===== config.mk =====
export PLATFORM = sky130hd
export DESIGN_NAME = reduced_pin_port_config
export DESIGN_NICKNAME = d
export VERILOG_FILES = /design/src/verilog/rpp_pkg.sv /design/src/verilog/dir_port.sv /design/src/verilog/reduced_pin_port_config.sv
export VERILOG_INCLUDE_DIRS = /design/src /design/src/verilog
export SDC_FILE = /design/constraint.sdc
export NUM_CORES = 1
export LEC_CHECK = 0
export ABC_AREA = 0
export BUFFER_PORTS_ARGS = -buffer_cell sky130_fd_sc_hd__buf_2
export CORE_AREA = 2 2 162 164
export CTS_BUF_LIST = sky130_fd_sc_hd__clkbuf_4
export DETAILED_ROUTE_END_ITERATION = 7
export DIE_AREA = 0 0 164 166
export GPL_ROUTABILITY_DRIVEN = 0
export PLACE_DENSITY = 0.74
export SLEW_MARGIN = 20
export SYNTH_ARGS = -nofsm -noshare
export SYNTH_HDL_FRONTEND = slang
export SYNTH_SLANG_ARGS = --single-unit

===== constraint.sdc =====
create_clock -name mclk -period 7.2 [get_ports mclk]
set_input_delay 1.44 -clock mclk [delete_from_list [all_inputs] [get_ports mclk]]
set_output_delay 1.44 -clock mclk [all_outputs]
set_load 0.005 [all_outputs]

===== src/verilog/rpp_params.svh =====
// Constants for the reduced-pin port configuration block
`ifndef RPP_PARAMS_SVH
`define RPP_PARAMS_SVH

// ****************************************************************
// Register indices (byte address is four times the index)
// ****************************************************************
`define IDX_P0_DATA 8'h02
`define IDX_P1_DATA 8'h03
`define IDX_P0_DIR 8'h04
`define IDX_P1_DIR 8'h05
`define IDX_P2_DATA 8'h06
`define IDX_P3_DATA 8'h07
`define IDX_P2_DIR 8'h08
`define IDX_P3_DIR 8'h09
`define IDX_P4_DATA 8'h0a
`define IDX_P5_DATA 8'h0b
`define IDX_P4_DIR 8'h0c
`define IDX_P5_DIR 8'h0d
`define IDX_P6_DATA 8'h0e
`define IDX_P7_DATA 8'h0f
`define IDX_P6_DIR 8'h10
`define IDX_P7_DIR 8'h11
`define IDX_P8_DATA 8'h12
`define IDX_P8_DIR 8'h14
`define IDX_ADC_CONTROL 8'h1e
`define IDX_ADC_RESULT_BASE 8'h20
`define IDX_ADC_RESULT_LAST 8'h2f
`define IDX_SERIAL1_MODE 8'h38
`define IDX_SERIAL1_CONTROL0 8'h3c

// ****************************************************************
// Pin and write masks per port, reset values
// ****************************************************************
`define MASK_ALL 8'hff
`define P3_PIN_MASK 8'h07
`define P3_WR_MASK 8'h0f
`define P4_PIN_MASK 8'h87
`define P6_PIN_MASK 8'h3c
`define P7_PIN_MASK 8'h87
`define P8_PIN_MASK 8'hcf
`define DIR_RESET 8'h00
`define DATA_RESET 8'h00
`define CFG_RESET 8'h00
`define ADC_UNDEF_VALUE 8'h00
`define ADC_CH_FIRST_MISSING 3'h3
`define ADC_CH_LAST_MISSING 3'h6

// ****************************************************************
// Bus constants
// ****************************************************************
`define AXI_ADDR_W 12
`define AXI_RESP_OKAY 2'h0
`define AXI_RESP_SLVERR 2'h2
`define NUM_PORTS 9

`endif


===== src/verilog/rpp_pkg.sv =====
// Types shared by the reduced-pin port configuration block
package rpp_pkg;

  // Drive of one 8-bit port: level and enable per pin
  typedef struct packed {
    logic [7:0] value;
    logic [7:0] oe;
  } pin_drive_s;

  // Configuration seen by neighbouring peripherals
  typedef struct packed {
    logic [7:0] adc_control;
    logic [7:0] serial1_mode;
    logic [7:0] serial1_control0;
  } periph_cfg_s;

  // Write channel states
  typedef enum logic [1:0] {
    W_IDLE = 2'b01,
    W_RESP = 2'b10
  } wr_state_e;

  // Read channel states
  typedef enum logic [1:0] {
    R_IDLE = 2'b01,
    R_RESP = 2'b10
  } rd_state_e;

endpackage : rpp_pkg


===== src/verilog/dir_port.sv =====
// One 8-bit port: direction and data registers with pin masking
`timescale 1ns/1ns
`include "rpp_params.svh"

module dir_port
  import rpp_pkg::*;
#(
  parameter logic [7:0] PIN_MASK = 8'hff,
  parameter logic [7:0] WR_MASK = 8'hff
) (
  // Clock and reset
  input wire logic clk,
  input wire logic rst_n,
  // Register writes
  input wire logic dir_we,
  input wire logic data_we,
  input wire logic [7:0] wdata,
  // Pins
  input wire logic [7:0] pin_in,
  output pin_drive_s pins,
  // Register reads
  output logic [7:0] dir_rd,
  output logic [7:0] data_rd
);

  logic [7:0] dir_reg;
  logic [7:0] dir_next;
  logic [7:0] data_reg;
  logic [7:0] data_next;

  // Next values; unwritable bits never leave their reset value
  always_comb begin
    dir_next = dir_reg;
    data_next = data_reg;
    if (dir_we) begin
      dir_next = wdata & WR_MASK;
    end
    if (data_we) begin
      data_next = wdata & WR_MASK;
    end
  end

  // State registers, all cleared on reset so every pin starts as input
  always_ff @(posedge clk or negedge rst_n) begin
    if (!rst_n) begin
      dir_reg <= `DIR_RESET;
      data_reg <= `DATA_RESET;
    end else begin
      dir_reg <= dir_next;
      data_reg <= data_next;
    end
  end

  // Only bonded pins are driven; missing pins keep their stored bit
  assign pins.oe = dir_reg & PIN_MASK;
  assign pins.value = data_reg & PIN_MASK;

  // Direction reads show the stored bits; masked-off bits read zero
  assign dir_rd = dir_reg & WR_MASK;
  // Input bits show the pin, output bits the latch
  assign data_rd = ((dir_reg & data_reg) | (~dir_reg & pin_in & PIN_MASK)) & WR_MASK;

endmodule : dir_port


===== src/verilog/reduced_pin_port_config.sv =====
// Reduced-pin port configuration block with an AXI4-Lite register slave
//
// Chosen here: register access over AXI4-Lite.
`timescale 1ns/1ns
`include "rpp_params.svh"

module reduced_pin_port_config
  import rpp_pkg::*;
(
  // Clock and reset
  input wire logic mclk,
  input wire logic arst_n,
  // AXI4-Lite write address
  input wire logic awvalid,
  output logic awready,
  input wire logic [`AXI_ADDR_W-1:0] awaddr,
  input wire logic [2:0] awprot,
  // AXI4-Lite write data
  input wire logic wvalid,
  output logic wready,
  input wire logic [31:0] wdata,
  input wire logic [3:0] wstrb,
  // AXI4-Lite write response
  output logic bvalid,
  input wire logic bready,
  output logic [1:0] bresp,
  // AXI4-Lite read address
  input wire logic arvalid,
  output logic arready,
  input wire logic [`AXI_ADDR_W-1:0] araddr,
  input wire logic [2:0] arprot,
  // AXI4-Lite read data
  output logic rvalid,
  input wire logic rready,
  output logic [31:0] rdata,
  output logic [1:0] rresp,
  // Port pins, index 0 to 8
  input wire logic [`NUM_PORTS-1:0][7:0] port_pin_in,
  output pin_drive_s [`NUM_PORTS-1:0] port_pins,
  // Converter results, one byte per analog channel
  input wire logic [7:0][7:0] adc_result_in,
  // Configuration to neighbouring peripherals
  output periph_cfg_s periph_cfg,
  // Bus hold acknowledge, absent on this package
  output logic hold_acknowledge_out
);

  // ****************************************************************
  // Reset synchroniser
  // ****************************************************************

  logic [1:0] rst_sync_reg;
  logic rst_n;

  // Release through two flops so logic leaves reset on a clean edge
  always_ff @(posedge mclk or negedge arst_n) begin
    if (!arst_n) begin
      rst_sync_reg <= 2'b00;
    end else begin
      rst_sync_reg <= {rst_sync_reg[0], 1'b1};
    end
  end
  assign rst_n = rst_sync_reg[1];

  // ****************************************************************
  // Port instances
  // ****************************************************************

  localparam logic [`NUM_PORTS-1:0][7:0] PIN_MASKS = {
    `P8_PIN_MASK, `P7_PIN_MASK, `P6_PIN_MASK, `MASK_ALL, `P4_PIN_MASK,
    `P3_PIN_MASK, `MASK_ALL, `MASK_ALL, `MASK_ALL
  };
  localparam logic [`NUM_PORTS-1:0][7:0] WR_MASKS = {
    `MASK_ALL, `MASK_ALL, `MASK_ALL, `MASK_ALL, `MASK_ALL,
    `P3_WR_MASK, `MASK_ALL, `MASK_ALL, `MASK_ALL
  };
  localparam logic [`NUM_PORTS-1:0][7:0] DIR_IDX = {
    `IDX_P8_DIR, `IDX_P7_DIR, `IDX_P6_DIR, `IDX_P5_DIR, `IDX_P4_DIR,
    `IDX_P3_DIR, `IDX_P2_DIR, `IDX_P1_DIR, `IDX_P0_DIR
  };
  localparam logic [`NUM_PORTS-1:0][7:0] DATA_IDX = {
    `IDX_P8_DATA, `IDX_P7_DATA, `IDX_P6_DATA, `IDX_P5_DATA, `IDX_P4_DATA,
    `IDX_P3_DATA, `IDX_P2_DATA, `IDX_P1_DATA, `IDX_P0_DATA
  };

  logic wr_go;
  logic [7:0] wr_idx;
  logic [7:0] wr_byte;
  logic [`NUM_PORTS-1:0] dir_we;
  logic [`NUM_PORTS-1:0] data_we;
  logic [`NUM_PORTS-1:0][7:0] dir_rd;
  logic [`NUM_PORTS-1:0][7:0] data_rd;

  // Missing pins are never driven, so a stray one from software is harmless
  for (genvar p = 0; p < `NUM_PORTS; p++) begin : g_port
    assign dir_we[p] = wr_go && (wr_idx == DIR_IDX[p]);
    assign data_we[p] = wr_go && (wr_idx == DATA_IDX[p]);
    dir_port #(
      .PIN_MASK(PIN_MASKS[p]),
      .WR_MASK(WR_MASKS[p])
    ) u_port (
      .clk(mclk),
      .rst_n(rst_n),
      .dir_we(dir_we[p]),
      .data_we(data_we[p]),
      .wdata(wr_byte),
      .pin_in(port_pin_in[p]),
      .pins(port_pins[p]),
      .dir_rd(dir_rd[p]),
      .data_rd(data_rd[p])
    );
  end

  // The hold handshake has no pin, so the signal stays inactive
  assign hold_acknowledge_out = 1'b0;

  // ****************************************************************
  // Address decode
  // ****************************************************************

  // Byte address to register index; high bits beyond the map are unmapped
  function automatic logic [7:0] addr_idx(input logic [`AXI_ADDR_W-1:0] a);
    addr_idx = a[9:2];
  endfunction : addr_idx

  function automatic logic addr_hit(input logic [`AXI_ADDR_W-1:0] a);
    logic [7:0] i;
    logic hit;
    i = a[9:2];
    hit = 1'b0;
    for (int p = 0; p < `NUM_PORTS; p++) begin
      if (i == DIR_IDX[p] || i == DATA_IDX[p]) begin
        hit = 1'b1;
      end
    end
    if (i == `IDX_ADC_CONTROL || i == `IDX_SERIAL1_MODE || i == `IDX_SERIAL1_CONTROL0) begin
      hit = 1'b1;
    end
    if (i >= `IDX_ADC_RESULT_BASE && i <= `IDX_ADC_RESULT_LAST) begin
      hit = 1'b1;
    end
    addr_hit = hit && (a[`AXI_ADDR_W-1:10] == '0);
  endfunction : addr_hit

  // ****************************************************************
  // Peripheral configuration registers
  // ****************************************************************

  periph_cfg_s cfg_reg;
  periph_cfg_s cfg_next;

  // Stored as written; mode restrictions are left to software
  always_comb begin
    cfg_next = cfg_reg;
    if (wr_go && wr_idx == `IDX_ADC_CONTROL) begin
      cfg_next.adc_control = wr_byte;
    end
    if (wr_go && wr_idx == `IDX_SERIAL1_MODE) begin
      cfg_next.serial1_mode = wr_byte;
    end
    if (wr_go && wr_idx == `IDX_SERIAL1_CONTROL0) begin
      cfg_next.serial1_control0 = wr_byte;
    end
  end

  always_ff @(posedge mclk or negedge rst_n) begin
    if (!rst_n) begin
      cfg_reg <= {`CFG_RESET, `CFG_RESET, `CFG_RESET};
    end else begin
      cfg_reg <= cfg_next;
    end
  end
  assign periph_cfg = cfg_reg;

  // ****************************************************************
  // Write channel
  // ****************************************************************

  wr_state_e wstate_reg;
  wr_state_e wstate_next;
  logic aw_held_reg;
  logic aw_held_next;
  logic w_held_reg;
  logic w_held_next;
  logic [`AXI_ADDR_W-1:0] waddr_reg;
  logic [`AXI_ADDR_W-1:0] waddr_next;
  logic [31:0] wdata_reg;
  logic [31:0] wdata_next;
  logic [3:0] wstrb_reg;
  logic [3:0] wstrb_next;
  logic [1:0] bresp_reg;
  logic [1:0] bresp_next;

  // Address and data are taken independently and held until both are in
  assign awready = (wstate_reg == W_IDLE) && !aw_held_reg;
  assign wready = (wstate_reg == W_IDLE) && !w_held_reg;
  // Only byte lane 0 carries the 8-bit registers
  assign wr_go = (wstate_reg == W_IDLE) && aw_held_reg && w_held_reg
                 && wstrb_reg[0] && addr_hit(waddr_reg);
  assign wr_idx = addr_idx(waddr_reg);
  assign wr_byte = wdata_reg[7:0];

  always_comb begin
    wstate_next = wstate_reg;
    aw_held_next = aw_held_reg;
    w_held_next = w_held_reg;
    waddr_next = waddr_reg;
    wdata_next = wdata_reg;
    wstrb_next = wstrb_reg;
    bresp_next = bresp_reg;
    case (wstate_reg)
      W_IDLE: begin
        if (awvalid && awready) begin
          aw_held_next = 1'b1;
          waddr_next = awaddr;
        end
        if (wvalid && wready) begin
          w_held_next = 1'b1;
          wdata_next = wdata;
          wstrb_next = wstrb;
        end
        if (aw_held_reg && w_held_reg) begin
          bresp_next = addr_hit(waddr_reg) ? `AXI_RESP_OKAY : `AXI_RESP_SLVERR;
          wstate_next = W_RESP;
        end
      end
      W_RESP: begin
        if (bready) begin
          aw_held_next = 1'b0;
          w_held_next = 1'b0;
          wstate_next = W_IDLE;
        end
      end
      default: begin
        wstate_next = W_IDLE;
      end
    endcase
  end

  always_ff @(posedge mclk or negedge rst_n) begin
    if (!rst_n) begin
      wstate_reg <= W_IDLE;
      aw_held_reg <= 1'b0;
      w_held_reg <= 1'b0;
      waddr_reg <= '0;
      wdata_reg <= '0;
      wstrb_reg <= '0;
      bresp_reg <= `AXI_RESP_OKAY;
    end else begin
      wstate_reg <= wstate_next;
      aw_held_reg <= aw_held_next;
      w_held_reg <= w_held_next;
      waddr_reg <= waddr_next;
      wdata_reg <= wdata_next;
      wstrb_reg <= wstrb_next;
      bresp_reg <= bresp_next;
    end
  end
  assign bvalid = (wstate_reg == W_RESP);
  assign bresp = bresp_reg;

  // ****************************************************************
  // Read channel
  // ****************************************************************

  rd_state_e rstate_reg;
  rd_state_e rstate_next;
  logic [31:0] rdata_reg;
  logic [31:0] rdata_next;
  logic [1:0] rresp_reg;
  logic [1:0] rresp_next;

  // Read multiplexer; narrow registers sit in the low byte
  function automatic logic [7:0] read_mux(input logic [7:0] i);
    logic [7:0] v;
    logic [2:0] ch;
    v = 8'h00;
    ch = i[3:1];
    for (int p = 0; p < `NUM_PORTS; p++) begin
      if (i == DIR_IDX[p]) begin
        v = dir_rd[p];
      end
      if (i == DATA_IDX[p]) begin
        v = data_rd[p];
      end
    end
    if (i == `IDX_ADC_CONTROL) begin
      v = cfg_reg.adc_control;
    end
    if (i == `IDX_SERIAL1_MODE) begin
      v = cfg_reg.serial1_mode;
    end
    if (i == `IDX_SERIAL1_CONTROL0) begin
      v = cfg_reg.serial1_control0;
    end
    // Even index is the result byte, odd index its upper half which reads zero
    if (i >= `IDX_ADC_RESULT_BASE && i <= `IDX_ADC_RESULT_LAST && !i[0]) begin
      // Channels without pins give a fixed filler, not a measurement
      if (ch >= `ADC_CH_FIRST_MISSING && ch <= `ADC_CH_LAST_MISSING) begin
        v = `ADC_UNDEF_VALUE;
      end else begin
        v = adc_result_in[ch];
      end
    end
    read_mux = v;
  endfunction : read_mux

  assign arready = (rstate_reg == R_IDLE);

  always_comb begin
    rstate_next = rstate_reg;
    rdata_next = rdata_reg;
    rresp_next = rresp_reg;
    case (rstate_reg)
      R_IDLE: begin
        if (arvalid) begin
          if (addr_hit(araddr)) begin
            rdata_next = {24'h000000, read_mux(addr_idx(araddr))};
            rresp_next = `AXI_RESP_OKAY;
          end else begin
            rdata_next = 32'h00000000;
            rresp_next = `AXI_RESP_SLVERR;
          end
          rstate_next = R_RESP;
        end
      end
      R_RESP: begin
        if (rready) begin
          rstate_next = R_IDLE;
        end
      end
      default: begin
        rstate_next = R_IDLE;
      end
    endcase
  end

  always_ff @(posedge mclk or negedge rst_n) begin
    if (!rst_n) begin
      rstate_reg <= R_IDLE;
      rdata_reg <= 32'h00000000;
      rresp_reg <= `AXI_RESP_OKAY;
    end else begin
      rstate_reg <= rstate_next;
      rdata_reg <= rdata_next;
      rresp_reg <= rresp_next;
    end
  end
  assign rvalid = (rstate_reg == R_RESP);
  assign rdata = rdata_reg;
  assign rresp = rresp_reg;

endmodule : reduced_pin_port_config


## Word level (Yosys, flattened, before mapping)

Index checks and enable logic that the tools add are counted.

- Magnitude comparators: 7
- Equal/unequal tests: 52
- Mux-type cells: 65
- Bitwise operators: 36
- Reductions and logical operators: 73

Operators by type and width:

| operator | number |
|---|---|
| 8-bit 2-to-1 mux | 25 |
| 8-bit by 4-bit equality test with 1-bit output (second input constant) | 16 |
| 8-bit bitwise AND | 15 |
| 8-bit by 5-bit equality test with 1-bit output (second input constant) | 10 |
| 8-bit by 3-bit equality test with 1-bit output (second input constant) | 8 |
| 8-bit inverter | 7 |
| 8-bit bitwise OR | 7 |
| 1-bit logical AND | 37 |
| 8-bit by 2-bit equality test with 1-bit output (second input constant) | 4 |
| 8-bit by 6-bit equality test with 1-bit output (second input constant) | 4 |
| 1-bit 2-to-1 mux | 29 |
| 8-bit binary-select mux with 3-bit select | 1 |
| 1-bit logical OR | 22 |
| 8-bit by 6-bit >= comparator with 1-bit output (second input constant) | 2 |
| 8-bit by 6-bit less-or-equal comparator with 1-bit output (second input constant) | 2 |
| 2-bit 2-to-1 mux | 6 |
| 2-bit AND reduction | 6 |
| 2-bit by 1-bit != test with 1-bit output (second input constant) | 5 |
| 8-bit by 6-bit bitwise OR with 8-bit output | 1 |
| 2-bit case mux with 2 select lines | 2 |
| 6-bit bitwise AND | 1 |
| 6-bit inverter | 1 |
| 3-bit AND reduction | 2 |
| 4-bit bitwise AND | 1 |
| 13 further kinds | 19 |

- Register bits: 225
- Input bits: 209
- Output and inout port bits: 210
- Word-level logic and storage cells: 265

## Depth between registers and ports, before layout

- Word-level depth: 25
- Depth in mapped cells: 11
- Gate-level depth less buffers: 7

## Hierarchy

From an unflattened synthesis, not the netlist that was laid out.

- Cells, all modules: 1,121
- Area total of the unflattened synthesis: 12,709.7 sq um

By module, submodules not included:

| module | times used | cells each | area each (sq um) | sequential area each (sq um) |
|---|---|---|---|---|
| reduced_pin_port_config | 1 | 640 | 5,504.0 | 1,529.0 |
| dir_port at g_port[0].u_port ... | 4 | 50 | 813.3 | 400.4 |
| dir_port at g_port[4].u_port ... | 3 | 59 | 857.1 | 400.4 |
| dir_port at g_port[8].u_port | 1 | 59 | 867.1 | 400.4 |
| dir_port at g_port[3].u_port | 1 | 45 | 514.2 | 200.2 |

## Worst setup path before layout

OpenSTA, ideal clock, no wires.

- Path kind: input -> register
- Start: input araddr[6]
- End: register rdata_reg[2] (netlist: rdata[2])
- Setup time: 110 ps
- Data arrival time: 3,930 ps
- Required time: 7,090 ps
- Setup slack: 3,160 ps
- Cell stages on the path: 9
- Path buffers: 3
- Path through: clkbuf_1 -> nor4b_1 -> and3_1 -> buf_2 -> a2111oi_0 -> nor4_1 -> clkbuf_1 -> a22oi_1 -> o41ai_1

- Longest elaborated chain between the ends: 24
- Elaborated cells on any way between the ends: 73
- Those cells by class: order compare (2); eq/ne (21); mux (36); reduce/logical (14)

RTL lines:

| item | RTL line | text |
|---|---|---|
| start: declaration | reduced_pin_port_config.sv:30 | `` input wire logic [`AXI_ADDR_W-1:0] araddr, `` |
| 8-bit by 3-bit equality test with 1-bit output | reduced_pin_port_config.sv:132, reduced_pin_port_config.sv:280 |  |
| 8-bit 2-to-1 mux | reduced_pin_port_config.sv:280 | `if (i == DIR_IDX[p]) begin` |
| 8-bit 2-to-1 mux | reduced_pin_port_config.sv:283 | `if (i == DATA_IDX[p]) begin` |
| 8-bit 2-to-1 mux | reduced_pin_port_config.sv:280 |  |
| 8-bit 2-to-1 mux | reduced_pin_port_config.sv:283 |  |
| 8-bit 2-to-1 mux | reduced_pin_port_config.sv:280 |  |
| 8-bit 2-to-1 mux | reduced_pin_port_config.sv:283 |  |
| 8-bit 2-to-1 mux | reduced_pin_port_config.sv:280 |  |
| [... 8 more ...] | n/a |  |
| 8-bit 2-to-1 mux | reduced_pin_port_config.sv:283 |  |
| 8-bit 2-to-1 mux | reduced_pin_port_config.sv:280 |  |
| 8-bit 2-to-1 mux | reduced_pin_port_config.sv:283 |  |
| 8-bit 2-to-1 mux | reduced_pin_port_config.sv:287 | `` if (i == `IDX_ADC_CONTROL) begin `` |
| 8-bit 2-to-1 mux | reduced_pin_port_config.sv:290 | `` if (i == `IDX_SERIAL1_MODE) begin `` |
| 8-bit 2-to-1 mux | reduced_pin_port_config.sv:293 | `` if (i == `IDX_SERIAL1_CONTROL0) begin `` |
| 8-bit 2-to-1 mux | reduced_pin_port_config.sv:297 | `` if (i >= `IDX_ADC_RESULT_BASE && i <= `IDX_ADC_RESULT_LAST && !i[0]) begin `` |
| 8-bit 2-to-1 mux * | reduced_pin_port_config.sv:317 | `if (addr_hit(araddr)) begin` |
| end signal: assignment | reduced_pin_port_config.sv:345 | `rdata_reg <= rdata_next;` |
| end: declaration | reduced_pin_port_config.sv:268 | `logic [31:0] rdata_reg;` |

Every way passes the cells marked *; elsewhere a longest branch is shown, timed or not. The select of a mux whose other input is x is not followed.
A chain may end at the register's enable or synchronous reset.

## Worst setup path after layout

- Start: input araddr[4]
- End: register rdata_reg[0] (netlist: rdata[0])

Same word-level chain as after synthesis.

==> metrics.cfg <==
[yosys]
synth-main-ff-cell = dfrtp_1
yosys_warnings = 0
synthCells = 1088
syn_area_um2 = 11600
synth_edf_count = 0
ys_async_sr_fraction = 1.00
yosysSeqAreaShare = 0.426
avgSynthCellArea_um2 = 10.6
ys_ff_latch = 197
synth_cell_types = 68

[sta]
fin_crit_sh = 0.572
worst_pin_slew_ns = 1.07
hold_violations = 0
setup_tns_ns = 0
relSlewSlack = 0.283
finClkSkew_ns = 0.0268
clock.fmax_mhz = 243
slew_violations = 0
period_needed_ns = 4.12
rsz0062_at_grt = false
setup_viol = 0

[hold_path]
hold_path.class = reg -> reg

[detailed_routing]
ant_nets = 0
drtIter0Drc = 895
drc = 0
vias = 9476
via_per_inst = 5.95
wirelength_mm = 37.6
post_drt_wl_per_cell_um = 23.6
firstDrtPassIters = 5

[power_and_ir_drop]
powerDensity_nw_per_um2 = 202
leakage_uw = 0.00639
ir_worst_vdd_mv = 0.219

[global_route]
grt_pass1_wl_mm = 55.5
grt_start_max_net_pins = 72
first_global_vias = 8939
grt_overflow_total = 0
antenna_found_initial = 3
grtUsageTotal = 0.272

[placed_design]
portBuffers = 265
dpl-instance-area_um2 = 12300
hpwlAfterDp_mm = 27.9

[die]
core_um2 = 25600
dieArea_um2 = 27200
die_w_um = 164
num_io_pins = 419
die_y_um = 166
rows = 59
start_util = 0.451

[clock_network]
h-tree-depth = 4
cts_setup_buffers = 0
cts_buffer_depth = 2
clock_latency_ns = 0.62
cts_tree = yes
cts-root-buf = clkbuf_4
clkTransAtPathRegs_ns = 0.15
numClockSinks = 197
cts-resized-gates = 0
ctsHoldBuffers = 0
cts_buffers = 17

[finish]
final_nets = 1451
regArea_um2 = 4940
fillers = 2448
drive_above_1_share = 0.412
multi_input_area_um2 = 5520
final_common_cell = buf_2
syn_to_final_growth_pct = 9.64
fin_area_um2 = 12700
mostFrequentLayoutCells = buf_2 (265), mux2_2 (202), dfrtp_1 (194)
largest_reg_flops = 68

[critical_path]
arrival_ns = 4.59
startpoint_type = input pin
critPathKind = in -> reg
cp.required_ns = 7.67
end_kind = flop
path_max_fanout = 36

[outcome]
status = finished clean

[run]
cap_violations = 0

-- stage by stage --
| step | hold WS, ns | setup WS, ns | total power (µW) | util | instances |
|---|---|---|---|---|---|
| 2_1_floorplan | 0.331 | 1.31 | 1690 | - | 1152 |
| 3_3_place_gp | 0.340 | 2.58 | 1860 | 0.482 | 1558 |
| 3_5_place_dp | 0.338 | 2.55 | 1880 | 0.482 | 1558 |
| 4_1_cts | 0.381 | 3.18 | 2560 | 0.495 | 1590 |
| 5_1_grt | 0.389 | 3.00 | 2670 | 0.495 | 1592 |
| 6_report | 0.376 | 3.08 | 2560 | 0.495 | 1592 |
-- logic make-up after synthesis --
| logic type | Yosys count | synth area share |
|---|---|---|
| multiplexers | 228 | 0.219 |
| buffers and inverters | 222 | 0.118 |
| AND/OR/NAND/NOR | 222 | 0.107 |
| AO/OA/AOI/OAI | 216 | 0.128 |
| flip-flops | 197 | 0.426 |
| other | 2 | 0.000649 |
| adder cells (fa/ha/maj) | 1 | 0.000866 |
-- critical path, cell delays in order --
cell and delay, ns:
buf_2 0.58, and2_1 0.76, and3_1 0.48, a211oi_1 0.10
o21a_1 0.23, a2111oi_0 0.81, a31oi_1 0.17
-- report_power, final --
group,internal (µW),switching (µW)
combinational,184,207
clock,291,405
sequential,1190,287
-- cell usage after synthesis (8+ instances only) --
cell type	number	area share
a211oi_1	9	0.0058
a21oi_1	40	0.017
a221oi_1	10	0.0076
a22o_1	10	0.0076
a22oi_1	9	0.0058
a31oi_1	15	0.0081
and3_1	11	0.0060
buf_4	139	0.090
clkbuf_1	56	0.018
dfrtp_1	195	0.42
inv_1	20	0.0065
mux2_2	202	0.20
mux2i_1	24	0.021
nand2_1	56	0.018
nand2b_1	10	0.0054
nand3_1	29	0.013
nand4_1	11	0.0060
nor2_1	27	0.0088
nor2b_1	11	0.0060
nor3_1	12	0.0052
nor3b_1	8	0.0052
nor4_1	9	0.0049
o21ai_0	44	0.019
o221ai_1	9	0.0068
or3_1	8	0.0043
-- final timing paths --
check,slack [ns],endpoint,cells after the start,start
setup / recovery,3.08,rdata[0]$_DFFE_PN0P_,7,araddr[4]
max in group asynchronous,5.34,g_port[6].u_port.data_reg[6]$_DFFE_PN0P_,1,rst_sync_reg[1]$_DFF_PN0_
hold reg to reg,0.38,rst_sync_reg[1]$_DFF_PN0_,0,rst_sync_reg[0]$_DFF_PN0_
hold / removal,0.38,rst_sync_reg[1]$_DFF_PN0_,0,rst_sync_reg[0]$_DFF_PN0_
setup reg to reg,3.22,g_port[8].u_port.data_reg[0]$_DFFE_PN0P_,6,waddr_reg[5]$_DFFE_PN0P_
min in group asynchronous,0.44,wdata_reg[0]$_DFFE_PN0P_,0,rst_sync_reg[1]$_DFF_PN0_
-- area by class of cell --
cell class / instances / share of cell area
antenna: 2 / 0.000395
clock buffer: 19 / 0.0112
clock inverter: 13 / 0.0155
multi-input combinational: 733 / 0.435
sequential: 197 / 0.389
timing repair buffer: 273 / 0.109
inverter: 20 / 0.00592
tap: 335 / 0.0331
-- layer usage --
| layer | track usage | vias up | part of all wire |
|---|---|---|---|
| met4 | 0.0923 | 2 | 0.032 |
| met2 | 0.431 | 541 | 0.47 |
| li1 | - | 4118 | - |
| met1 | 0.369 | 4740 | 0.41 |
| met5 | 0 | - | 0.00019 |
| met3 | 0.0614 | 75 | 0.094 |
Note: power is estimated with default switching activity, not from simulation.
